$ cat src/logic/asd_pkg.sv
// Purpose: Constants shared by the address-space decoder and its pointer bank
// Assumes: 8-bit core, 16-bit program and external data addresses
// Notes: Function register offsets are the byte addresses of the register space
// Functional notes
// - Program and data spaces separate, 64K each
// - Strap low: every fetch goes external
// - Strap high: 0000H-1FFFH fetched on chip
// - Strap high: 2000H-FFFFH fetched externally
// - Internal data RAM holds 256 bytes
// - Upper RAM and register space never alias
// - Direct access above 7FH hits registers
// - Indirect access above 7FH hits upper RAM
// - Stack accesses count as indirect accesses
// - Select bit 0 picks active pointer pair
// - Lock bit set: strap latched on the first edge after reset
// - Pointer high byte drives port 2 address
package asd_pkg;
  localparam int unsigned ADDR_W = 16;
  localparam int unsigned DATA_W = 8;
  localparam int unsigned RAM_DEPTH = 256;
  localparam int unsigned RAM_AW = 8;
  // Highest on-chip program address
  localparam logic [15:0] INT_CODE_TOP = 16'h1FFF;
  // Boundary between lower RAM and the shared upper region
  localparam logic [7:0] LOWER_TOP = 8'h7F;
  // Function register offsets handled here
  localparam logic [7:0] OFS_PTR_A_LOW = 8'h82;
  localparam logic [7:0] OFS_PTR_A_HIGH = 8'h83;
  localparam logic [7:0] OFS_PTR_B_LOW = 8'h84;
  localparam logic [7:0] OFS_PTR_B_HIGH = 8'h85;
  localparam logic [7:0] OFS_PTR_SEL_CTRL = 8'hA2;
  localparam logic [7:0] PTR_RESET = 8'h00;
  localparam int unsigned SEL_BIT = 0;
  localparam logic [7:0] ZERO_BYTE = 8'h00;
  // Data access target
  typedef enum logic [1:0]
  {
    ASD_TGT_LOWER = 2'b00,
    ASD_TGT_UPPER = 2'b01,
    ASD_TGT_REG = 2'b10
  } asd_target_t;
endpackage

$ cat src/logic/asd_pointer_pair.sv
// Purpose: One 16-bit data pointer held as a low and a high byte
// Assumes: Writes arrive as single byte strobes from the register decoder
// Notes: Both pairs are instances of this module
module asd_pointer_pair #(
  parameter logic [7:0] RESET_VAL = 8'h00
) (
  input wire logic core_clk,
  input wire logic rst,
  input wire logic lowWr,
  input wire logic highWr,
  input wire logic [7:0] wrData,
  output logic [15:0] pointer
);
  logic [7:0] low_q;
  logic [7:0] high_q;

  // Low byte register
  always_ff @(posedge core_clk or posedge rst)
  begin
    if (rst)
      low_q <= RESET_VAL;
    else if (lowWr)
      low_q <= wrData;
  end

  // High byte register
  always_ff @(posedge core_clk or posedge rst)
  begin
    if (rst)
      high_q <= RESET_VAL;
    else if (highWr)
      high_q <= wrData;
  end

  assign pointer = {high_q, low_q};
endmodule

$ cat src/logic/asd_address_space_decoder.sv
// Purpose: Steers program fetches and internal data accesses to their spaces
// Assumes: Core presents one fetch and at most one data access per cycle
// Notes: Answers are registered, so they appear one edge after the request
// Notes: Internal RAM has no reset; software must write before it reads
module asd_address_space_decoder
(
  input wire logic core_clk,
  input wire logic rst,
  // Strap and lock configuration
  input wire logic externalFetchStrap,
  input wire logic lockBitOne,
  // Program fetch request
  input wire logic fetchReq,
  input wire logic [asd_pkg::ADDR_W-1:0] fetchAddr,
  // Internal data access request
  input wire logic dataReq,
  input wire logic dataWr,
  input wire logic dataIndirect,
  input wire logic dataStack,
  input wire logic [asd_pkg::RAM_AW-1:0] dataAddr,
  input wire logic [asd_pkg::DATA_W-1:0] dataWrData,
  // Register space read data from other function registers
  input wire logic [asd_pkg::DATA_W-1:0] otherRegRdData,
  // External data move using the 16-bit pointer
  input wire logic extMoveReq,
  // Fetch answers
  output logic fetchInternal,
  output logic fetchExternal,
  output logic [asd_pkg::ADDR_W-1:0] fetchAddrOut,
  // Data answers
  output logic dataValid,
  output logic [asd_pkg::DATA_W-1:0] dataRdData,
  output logic regAccess,
  output logic regWrite,
  output logic [asd_pkg::RAM_AW-1:0] regAddr,
  output logic [asd_pkg::DATA_W-1:0] regWrData,
  output logic upperRamHit,
  // External move address
  output logic extMoveValid,
  output logic [asd_pkg::ADDR_W-1:0] extMoveAddr,
  output logic [asd_pkg::DATA_W-1:0] port2Addr,
  output logic pointerPairSelect
);
  import asd_pkg::*;

  // Internal data RAM, lower and upper halves in one array
  logic [DATA_W-1:0] ram [RAM_DEPTH];
  // Strap and pointer configuration state
  logic strapLatched_q; // Strap captured on the first edge after reset
  logic strapCaptured_q; // Capture done since last reset
  logic pointerSel_q; // Active pointer pair
  // Decode helpers
  logic effStrap; // Strap level used for steering
  logic [15:0] pointerA;
  logic [15:0] pointerB;
  logic [15:0] activePointer;
  asd_target_t target;
  logic regWrHit;
  logic [DATA_W-1:0] localRegData;
  logic localRegHit;
  // Registered fetch answers
  logic fetchInternal_q;
  logic fetchExternal_q;
  logic [ADDR_W-1:0] fetchAddr_q;
  // Registered data answers
  logic dataValid_q;
  logic [DATA_W-1:0] dataRdData_q;
  logic regAccess_q;
  logic regWrite_q;
  logic [RAM_AW-1:0] regAddr_q;
  logic [DATA_W-1:0] regWrData_q;
  logic upperRamHit_q;
  // Registered move answers
  logic extMoveValid_q;
  logic [ADDR_W-1:0] extMoveAddr_q;
  logic [DATA_W-1:0] port2Addr_q;

  // Strap capture on the first edge after reset release; a port value
  // cannot be loaded under asynchronous reset, so the catch is clocked
  // The copy is used only while the lock input is high
  always_ff @(posedge core_clk or posedge rst)
  begin
    if (rst)
    begin
      strapLatched_q <= 1'b0;
      strapCaptured_q <= 1'b0;
    end
    else if (!strapCaptured_q)
    begin
      strapLatched_q <= externalFetchStrap;
      strapCaptured_q <= 1'b1;
    end
  end

  // With the lock bit set the latched level rules until the next reset
  // Without the lock the live pin steers every cycle, so a moving strap moves fetches
  assign effStrap = (lockBitOne && strapCaptured_q) ? strapLatched_q : externalFetchStrap;

  // Fetch address copy, taken every cycle so the far side always sees it
  always_ff @(posedge core_clk or posedge rst)
  begin
    if (rst)
      fetchAddr_q <= '0;
    else
      fetchAddr_q <= fetchAddr;
  end

  // Fetch steering; program space is its own 64K space
  always_ff @(posedge core_clk or posedge rst)
  begin
    if (rst)
    begin
      fetchInternal_q <= 1'b0;
      fetchExternal_q <= 1'b0;
    end
    else if (!fetchReq)
    begin
      // Idle cycle: neither memory is strobed
      fetchInternal_q <= 1'b0;
      fetchExternal_q <= 1'b0;
    end
    else if (!effStrap)
    begin
      // Strap low: everything external
      fetchInternal_q <= 1'b0;
      fetchExternal_q <= 1'b1;
    end
    else if (fetchAddr <= INT_CODE_TOP)
    begin
      // Low program addresses stay on chip
      fetchInternal_q <= 1'b1;
      fetchExternal_q <= 1'b0;
    end
    else
    begin
      // Above the on-chip top the fetch leaves the chip
      fetchInternal_q <= 1'b0;
      fetchExternal_q <= 1'b1;
    end
  end

  // Target choice: lower region ignores mode, upper region follows it
  // Stack pushes and pops address through the stack pointer, hence indirect
  always_comb
  begin
    if (dataAddr <= LOWER_TOP)
      target = ASD_TGT_LOWER;
    else if (dataIndirect || dataStack)
      target = ASD_TGT_UPPER;
    else
      target = ASD_TGT_REG;
  end

  // Register-space write strobe shared by the local registers
  assign regWrHit = dataReq && dataWr && (target == ASD_TGT_REG);

  // Pointer select register; only bit 0 is stored, upper bits read zero
  always_ff @(posedge core_clk or posedge rst)
  begin
    if (rst)
      pointerSel_q <= 1'b0;
    else if (regWrHit && dataAddr == OFS_PTR_SEL_CTRL)
      pointerSel_q <= dataWrData[SEL_BIT];
  end

  // Two pointer pairs, written through their register offsets
  asd_pointer_pair #(
    .RESET_VAL(PTR_RESET)
  ) u_pair_a (
    .core_clk(core_clk),
    .rst(rst),
    .lowWr(regWrHit && dataAddr == OFS_PTR_A_LOW),
    .highWr(regWrHit && dataAddr == OFS_PTR_A_HIGH),
    .wrData(dataWrData),
    .pointer(pointerA)
  );

  asd_pointer_pair #(
    .RESET_VAL(PTR_RESET)
  ) u_pair_b (
    .core_clk(core_clk),
    .rst(rst),
    .lowWr(regWrHit && dataAddr == OFS_PTR_B_LOW),
    .highWr(regWrHit && dataAddr == OFS_PTR_B_HIGH),
    .wrData(dataWrData),
    .pointer(pointerB)
  );

  // Active pair feeds every external move
  assign activePointer = pointerSel_q ? pointerB : pointerA;

  // Read-back of the registers held in this block
  always_comb
  begin
    localRegHit = 1'b1;
    localRegData = ZERO_BYTE;
    unique case (dataAddr)
      OFS_PTR_A_LOW: localRegData = pointerA[7:0];
      OFS_PTR_A_HIGH: localRegData = pointerA[15:8];
      OFS_PTR_B_LOW: localRegData = pointerB[7:0];
      OFS_PTR_B_HIGH: localRegData = pointerB[15:8];
      OFS_PTR_SEL_CTRL: localRegData = {7'b000_0000, pointerSel_q};
      default: localRegHit = 1'b0;
    endcase
  end

  // RAM write; register-space writes never touch RAM, so no aliasing
  // RAM holds no reset value; reads before a write return unknown data
  always_ff @(posedge core_clk)
  begin
    if (dataReq && dataWr && target != ASD_TGT_REG)
      ram[dataAddr] <= dataWrData;
  end

  // Access flags, one cycle per request, one edge after it
  always_ff @(posedge core_clk or posedge rst)
  begin
    if (rst)
    begin
      dataValid_q <= 1'b0;
      regAccess_q <= 1'b0;
      regWrite_q <= 1'b0;
      upperRamHit_q <= 1'b0;
    end
    else
    begin
      dataValid_q <= dataReq;
      // Only registers held outside this block are reported outward
      regAccess_q <= dataReq && (target == ASD_TGT_REG) && !localRegHit;
      regWrite_q <= dataReq && dataWr && (target == ASD_TGT_REG) && !localRegHit;
      upperRamHit_q <= dataReq && (target == ASD_TGT_UPPER);
    end
  end

  // Address and write data copies for the outside registers; they follow
  // the inputs every cycle and mean something only with regAccess high
  always_ff @(posedge core_clk or posedge rst)
  begin
    if (rst)
    begin
      regAddr_q <= '0;
      regWrData_q <= ZERO_BYTE;
    end
    else
    begin
      regAddr_q <= dataAddr;
      regWrData_q <= dataWrData;
    end
  end

  // Read data; writes and idle cycles return zero so stale bytes never leak
  always_ff @(posedge core_clk or posedge rst)
  begin
    if (rst)
      dataRdData_q <= ZERO_BYTE;
    else if (!dataReq || dataWr)
      dataRdData_q <= ZERO_BYTE;
    else if (target != ASD_TGT_REG)
      dataRdData_q <= ram[dataAddr];
    else if (localRegHit)
      dataRdData_q <= localRegData;
    else
      dataRdData_q <= otherRegRdData;
  end

  // External move strobe and address from the active pointer
  always_ff @(posedge core_clk or posedge rst)
  begin
    if (rst)
    begin
      extMoveValid_q <= 1'b0;
      extMoveAddr_q <= '0;
    end
    else
    begin
      extMoveValid_q <= extMoveReq;
      extMoveAddr_q <= activePointer;
    end
  end

  // Upper address byte on port 2; it holds between moves, which is what the
  // pins would show while no 16-bit external cycle runs
  always_ff @(posedge core_clk or posedge rst)
  begin
    if (rst)
      port2Addr_q <= ZERO_BYTE;
    else if (extMoveReq)
      port2Addr_q <= activePointer[15:8];
  end

  // Every output comes straight from its flip-flop
  assign fetchInternal = fetchInternal_q;
  assign fetchExternal = fetchExternal_q;
  assign fetchAddrOut = fetchAddr_q;
  assign dataValid = dataValid_q;
  assign dataRdData = dataRdData_q;
  assign regAccess = regAccess_q;
  assign regWrite = regWrite_q;
  assign regAddr = regAddr_q;
  assign regWrData = regWrData_q;
  assign upperRamHit = upperRamHit_q;
  assign extMoveValid = extMoveValid_q;
  assign extMoveAddr = extMoveAddr_q;
  assign port2Addr = port2Addr_q;
  assign pointerPairSelect = pointerSel_q;
endmodule

$ cat config.mk
export PLATFORM = sky130hd
export DESIGN_NAME = asd_address_space_decoder
export DESIGN_NICKNAME = d
export VERILOG_FILES = /design/src/logic/asd_pkg.sv /design/src/logic/asd_pointer_pair.sv /design/src/logic/asd_address_space_decoder.sv
export SDC_FILE = /design/constraint.sdc
export NUM_CORES = 2
export LEC_CHECK = 0
export BUFFER_PORTS_ARGS = -buffer_cell sky130_fd_sc_hd__buf_2
export CAP_MARGIN = 15
export CORE_MARGIN = 2
export CORE_UTILIZATION = 30
export CTS_CLUSTER_DIAMETER = 80
export DETAILED_ROUTE_END_ITERATION = 6
export GPL_ROUTABILITY_DRIVEN = 0
export MAX_ROUTING_LAYER = met4
export PLACE_DENSITY = 0.43
export SYNTH_ARGS = -nofsm -noshare
export SYNTH_HDL_FRONTEND = slang
export SYNTH_HIERARCHICAL = 1
export SYNTH_SLANG_ARGS = --single-unit
$ cat constraint.sdc
create_clock -name core_clk -period 5.5 [get_ports core_clk]
set_input_delay 0.275 -clock core_clk [delete_from_list [all_inputs] [get_ports core_clk]]
set_output_delay 0.275 -clock core_clk [all_outputs]
set_load 0.005 [all_outputs]
==> After elaboration in Yosys (flattened, before gate mapping) <==
Memories as Yosys holds them, arrays and structs flattened.
Index checks and enable logic that the tools add are counted.
{ "word_totals": {"n_memories": 1, "ramBits": 2048, "output_inout_bits": 72, "reg_bits": 106, "wordCells": 66} }
{ "memory_table": {"columns": ["name", "words", "width", "read_ports", "rd_clocked_by_memory_dff", "wr", "line_no", "source"], "rows": [
  ["ram", 256, 8, 1, 0, 1, "asd_address_space_decoder.sv:47", "logic [DATA_W-1:0] ram [RAM_DEPTH];"]
]} }
{ "op_classes": {"n_mux": 17, "reduce_logical": 18, "order_cmp": 2, "n_eq_ne": 8} }
{ "ops": {"columns": ["cell", "n"], "rows": [
  ["8-bit == test, second input constant", 5],
  ["8-bit one-hot mux with 5 select lines", 1],
  ["8-bit 2-to-1 mux", 3],
  ["16-bit by 13-bit less-or-equal comparator with 1-bit output, second input constant", 1],
  ["16-bit 2-to-1 mux", 1],
  ["1-bit logical AND", 13],
  ["1-bit 2-to-1 mux", 10],
  ["8-bit by 7-bit less-or-equal comparator with 1-bit output, second input constant", 1],
  ["5-bit OR reduction", 1],
  ["2-bit 2-to-1 mux", 2],
  ["2-bit by 1-bit == test with 1-bit output, second input constant", 1],
  ["2-bit == test, second input constant", 1],
  ["1-bit zero test", 2],
  ["1-bit logical OR", 2],
  ["2-bit inequality test, second input constant", 1]
]} }

==> Logic depth before layout (Yosys ltp) <==
{ "depth": {"ltp_word": 7, "depth_mapped": 13} }

==> Modules after synthesis <==
Netlist, hierarchy kept.
{ "modules_own_cells": {"columns": ["mod", "instances", "cells_each", "area_per_inst_um2", "seq_area_each_um2"], "rows": [
  ["asd_address_space_decoder", 1, 3730, 82456.6, 63350.8],
  ["asd_pointer_pair", 2, 35, 666.9, 400.4]
]} }

==> Least setup slack after synthesis <==
No wires, ideal clock.
{ "synth_timing": {"path_type": "input -> register", "startpoint": "in dataAddr[3] in the netlist's numbering", "endpoint": "mem ram[111][0], enable pin", "setup_slack_ns": 2.889, "t_arrival_ns": 2.240, "n_path_buf": 5, "path_stages": 7, "required_time_ns": 5.130, "path_cell_list": "buf_2 -> buf_1 -> clkbuf_1 -> clkbuf_1 -> nand4_1 -> clkbuf_1 -> nor2_1"} }
{ "synth_between": {"elab_chain_len": 6} }
{ "synth_rtl": {"columns": ["item", "line_no", "source"], "rows": [
  ["start: declaration", "asd_address_space_decoder.sv:20", "input wire logic [asd_pkg::RAM_AW-1:0] dataAddr,"],
  ["8-bit by 7-bit less-or-equal comparator with 1-bit output", "asd_address_space_decoder.sv:146", "if (dataAddr <= LOWER_TOP)"],
  ["2-bit 2-to-1 mux", "asd_address_space_decoder.sv:146", null],
  ["2-bit inequality test", "asd_address_space_decoder.sv:211", "if (dataReq && dataWr && target != ASD_TGT_REG)"],
  ["1-bit logical AND", "asd_address_space_decoder.sv:211", null],
  ["1-bit 2-to-1 mux", "asd_address_space_decoder.sv:211", null],
  ["1-bit 2-to-1 mux (implied by the code)", "asd_address_space_decoder.sv:212", "ram[dataAddr] <= dataWrData;"],
  ["end: declaration", "asd_address_space_decoder.sv:47", null]
]} }
Parallel ways exist; a longest one is shown, timed or not.

==> Worst setup path in the final report <==
{ "layout_timing": {"startpoint": "in dataAddr[5] in the netlist's numbering", "endpoint": "reg dataRdData_q[3], in the netlist dataRdData[3]"} }
{ "layout_between": {"elab_chain_len": 6, "word_cells_on_any_way": 15} }
{ "layout_rtl": {"columns": ["item", "line_no", "source"], "rows": [
  ["parallel branches: the longest is 4 deep, another holds memory 256 x 8 bit", null, null],
  ["8-bit 2-to-1 mux (*)", "asd_address_space_decoder.sv:258", "else if (target != ASD_TGT_REG)"],
  ["8-bit 2-to-1 mux (*)", "asd_address_space_decoder.sv:256", "else if (!dataReq || dataWr)"],
  ["end signal: assignment", "asd_address_space_decoder.sv:259", "dataRdData_q <= ram[dataAddr];"],
  ["end signal: assignment", "asd_address_space_decoder.sv:261", "dataRdData_q <= localRegData;"],
  ["end signal: assignment", "asd_address_space_decoder.sv:263", "dataRdData_q <= otherRegRdData;"],
  ["end: declaration", "asd_address_space_decoder.sv:67", "logic [DATA_W-1:0] dataRdData_q;"]
]} }
Every way passes the cells marked *.
A chain may end at the register's enable or synchronous reset.

==> results_tabular.tex <==
\begin{tabular}{lr}
\hline
Metric & Value \\
\hline
\multicolumn{2}{l}{\textbf{Timing}} \\
Hold\_ws & 0.0488 ns \\
Total Neg Setup Slack & 0 ns \\
Maximum frequency from static timing analysis & 256 MHz \\
Setup repair after global routing missed its margin & no \\
Min cycle time layout & 3.90 ns \\
Worst Skew & 0.0439 ns \\
Part of the cycle the worst path needs & 70.9\% \\
Max-slew headroom at the worst pin & 0.643\% \\
Final number of max-transition violations & 0 \\
Slew @ Worst Pin & 1.49 ns \\
\# setup viols final & 0 \\
Final Hold Violating Endpoints & 0 \\
\multicolumn{2}{l}{\textbf{Worst setup path}} \\
Type of destination of the critical path & flip-flop \\
Worst path top cell family by delay & buffers and inverters \\
Startpoint class of the critical path & primary input \\
Slowest-stage cell, CP & o41ai\_1 \\
Largest incremental delay on the critical path & 0.96 ns \\
Crit path cell chain & dlygate4sd3\_1 -> buf\_2 -> inv\_2 -> and3\_1 -> and2\_1 -> a31oi\_1 -> nand4\_1 -> o41ai\_1 -> and3\_1 \\
Buf/Inv on CP & 3 \\
Data required time at the worst endpoint & 6.31 ns \\
Setup CP Type & primary input to flip-flop \\
Worst-path maximum fanout & 27 \\
Reg-to-reg setup timing slack & 2.47 ns \\
Crit path arrival time & 4.71 ns \\
Worst path most repeated cell & and3\_1 \\
\multicolumn{2}{l}{\textbf{Drt}} \\
Final wirelength & 254000 um \\
Via-per-instance ratio & 5.06 \\
Wire length on met3 & 14400 um \\
Detailed-route via count & 40700 \\
DR WL/cell & 31.6 um \\
Sum of routed wire segments on met1 & 112000 um \\
Pre-Repair DR Iteration Count & 6 \\
Post-detailed-route DRC marker count & 0 \\
Top metal layer carrying routed signals & met4 \\
Starting DRT DRC Count & 4340 \\
Met2 wire len & 119000 um \\
Remaining antenna violation count & 0 \\
\multicolumn{2}{l}{\textbf{Floorplanning}} \\
Number of primary I/O pins & 122 \\
Core area & 279000 um\^{}2 \\
Starting density of the core & 30.1\% \\
Vert. Die Dim & 532 um \\
Horizontal extent of the die & 532 um \\
Die area & 284000 um\^{}2 \\
Row cnt & 194 \\
\multicolumn{2}{l}{\textbf{Power}} \\
Internal power & 27.0 mW \\
Reg power frac & 52.0\% \\
Overall Power & 34.7 mW \\
Static Leakage & 30.3 nW \\
Net switching power figure & 7.71 mW \\
Cell area power density & 358 nW/um\^{}2 \\
Worst supply voltage drop on vdd & 0.262 mV \\
Switch share & 22.2\% \\
Clock share of power & 42.8\% \\
Relative contribution of combinational cells to total power & 5.3\% \\
\multicolumn{2}{l}{\textbf{Synthesis}} \\
List of most frequent post-synthesis cells & edfxtp\_1 (2048), mux4\_2 (569), nor2\_1 (296) \\
YS warnings & 6 \\
Leading cell type by number of instances after synthesis & edfxtp\_1 \\
Post-synth EDFFs & 2048 \\
Yosys reg bits & 2154 \\
Dominant cell type by area after synthesis & edfxtp\_1 \\
Fraction of synthesized cell area taken by the top area cell type & 73.4\% \\
Post-synth cell types & 71 \\
Sequential element share of the synthesized area & 76.6\% \\
Mapped Avg Cell Area & 22.1 um\^{}2 \\
Most area-consuming cells after synthesis & edfxtp\_1 (73\%), mux4\_2 (15\%), dfrtp\_1 (3.2\%) \\
Syn\_nets & 3850 \\
Cell count after synthesis & 3800 \\
Synth Cell Area & 83800 um\^{}2 \\
Primary flip-flop cell chosen by synthesis mapping & edfxtp\_1 \\
Proportion of register bits with asynchronous set or reset after synthesis & 4.92\% \\
\multicolumn{2}{l}{\textbf{Placement}} \\
Post-detail-place hpwl & 160000 um \\
Input/output buffers & 121 \\
\multicolumn{2}{l}{\textbf{GRT}} \\
Via count of the first global-routing pass & 41700 \\
Global-route wire length before repair & 354000 um \\
Global-route usage over all layers & 18.3\% \\
Antenna violations before repair & 12 \\
Largest net degree at the start of global routing & 177 \\
Overall overflow remaining after global route & 0 \\
\multicolumn{2}{l}{\textbf{Status}} \\
Result of the run & finished clean \\
\multicolumn{2}{l}{\textbf{Clocking}} \\
Post-CTS Resized & 0 \\
Total clock buffers created by CTS & 224 \\
TritonCTS clock tree & built \\
Number of buffers added to fix hold violations after cts & 54 \\
Clock Sinks & 2154 \\
Clk slew on worst S/H paths & 0.06 ns \\
Insertion delay of the later-clocked pin in the worst-skew pair & 0.88 ns \\
Clock Path Buffers & 3 \\
Buffer count from post-CTS setup fixing & 0 \\
Clock root buffer master & clkbuf\_16 \\
H-tree lvl count & 4 \\
\multicolumn{2}{l}{\textbf{Hold path}} \\
Classification of the worst-slack hold path & primary input to flip-flop \\
\multicolumn{2}{l}{\textbf{Layout}} \\
Layout net count & 4184 \\
Layout Area Growth over Synthesis & 15.6\% \\
Ratio of cells with drive above 1 in the final layout & 29.1\% \\
Fill count & 26100 \\
\multicolumn{2}{l}{\textbf{Flow run}} \\
MaxCap Viol Count & 0 \\
\hline
\end{tabular}
==> placed cells by master (no fill, tap or decap), drive strengths merged, types with 3 or more instances in the layout <==
| cell | count |
|---|---|
| a2111oi | 7 |
| a211oi | 11 |
| a21oi | 25 |
| a221oi | 16 |
| a222oi | 3 |
| a22oi | 17 |
| a31oi | 14 |
| a32oi | 6 |
| and2 | 6 |
| and3 | 9 |
| buf | 271 |
| bufinv | 12 |
| clkbuf | 297 |
| clkinv | 96 |
| clkinvlp | 5 |
| dfrtp | 106 |
| diode | 6 |
| dlygate4sd3 | 54 |
| edfxtp | 2048 |
| inv | 17 |
| mux2 | 74 |
| mux2i | 81 |
| mux4 | 571 |
| nand2 | 95 |
| nand2b | 7 |
| nand3 | 32 |
| nand3b | 3 |
| nand4 | 16 |
| nor2 | 298 |
| nor2b | 18 |
| nor3 | 17 |
| nor4 | 4 |
| o2111ai | 5 |
| o211ai | 7 |
| o21ai | 17 |
| o22a | 3 |
| o22ai | 19 |
| o41ai | 3 |
| or3 | 4 |
==> worst paths after layout <==
kind / from / end / depth (start not counted)
worst min register to register: port2Addr[1]$_DFFE_PP0P_ / port2Addr[1]$_DFFE_PP0P_ / 1
worst min-delay path: dataWrData[1] / ram[79][1]$_DFFE_PP_ / 1
worst max-delay path: dataAddr[5] / dataRdData[3]$_DFF_PP0_ / 9
max in group asynchronous: rst / regAddr[3]$_DFF_PP0_ / 5
worst max register to register: ram[71][3]$_DFFE_PP_ / dataRdData[3]$_DFF_PP0_ / 7
min in group asynchronous: rst / u_pair_b/low_q[1]$_DFFE_PP0P_ / 3
==> layer usage <==
metal / track usage, % / vias to the layer above
met5: - / -
met4: 5.81 / 0
met3: 2.90 / 394
met2: 28.1 / 1390
met1: 25.0 / 22400
li1: - / 16600
==> power by group through the flow <==
stage	clock (mW)	combinational (mW)	sequential, mW
3_5_place_dp	0	1.83	18.4
5_1_grt	15.8	1.91	18.0
3_3_place_gp	0	1.82	18.4
4_1_cts	15.2	1.86	18.0
6_report	14.8	1.82	18.0
2_1_floorplan	0	0.878	18.3
==> logic make-up after synthesis <==
logic type / count (synthesis) / share of synthesized area [%]
flip-flops: 2154 / 76.6
other: 1 / 0.00448
XOR/XNOR: 1 / 0.0105
AND/OR/NAND/NOR: 523 / 2.71
AO/OA/AOI/OAI: 167 / 1.42
multiplexers: 726 / 17.5
buffers and inverters: 228 / 1.83
==> through the flow <==
stage / utilization, % / cells / area, um^2 / setup WS (ns)
2_1_floorplan: - / 3800 / 83800 / 2.89
4_1_cts: 34.8 / 8048 / 96800 / 1.88
3_5_place_dp: 32.0 / 7578 / 89200 / 1.35
6_report: 34.8 / 8054 / 96900 / 1.60
5_1_grt: 34.8 / 8050 / 96900 / 1.77
3_3_place_gp: 32.0 / 7573 / 89100 / 0.881
==> layout make-up <==
class / instances / area (um^2) / share of cell area, %
Inverter: 9 / 43.8 / 0.0452
Sequential cell: 2154 / 64200 / 66.2
Timing Repair Buffer: 327 / 2660 / 2.74
Clock inverter: 121 / 1040 / 1.08
Clock buffer: 295 / 6110 / 6.31
Antenna cell: 6 / 15.0 / 0.0155
Multi-Input combinational cell: 1418 / 18200 / 18.8
Tap cell: 3724 / 4660 / 4.81
==> sequential cells by signal, summed over array words and instances (netlist names), 8 cells and up <==
name,cells
ram,2048
extMoveAddr,16
fetchAddrOut,16
dataRdData,8
port2Addr,8
regAddr,8
regWrData,8
u_pair_a/high_q,8
u_pair_a/low_q,8
u_pair_b/high_q,8
u_pair_b/low_q,8
(Power assumes the default switching activity.)
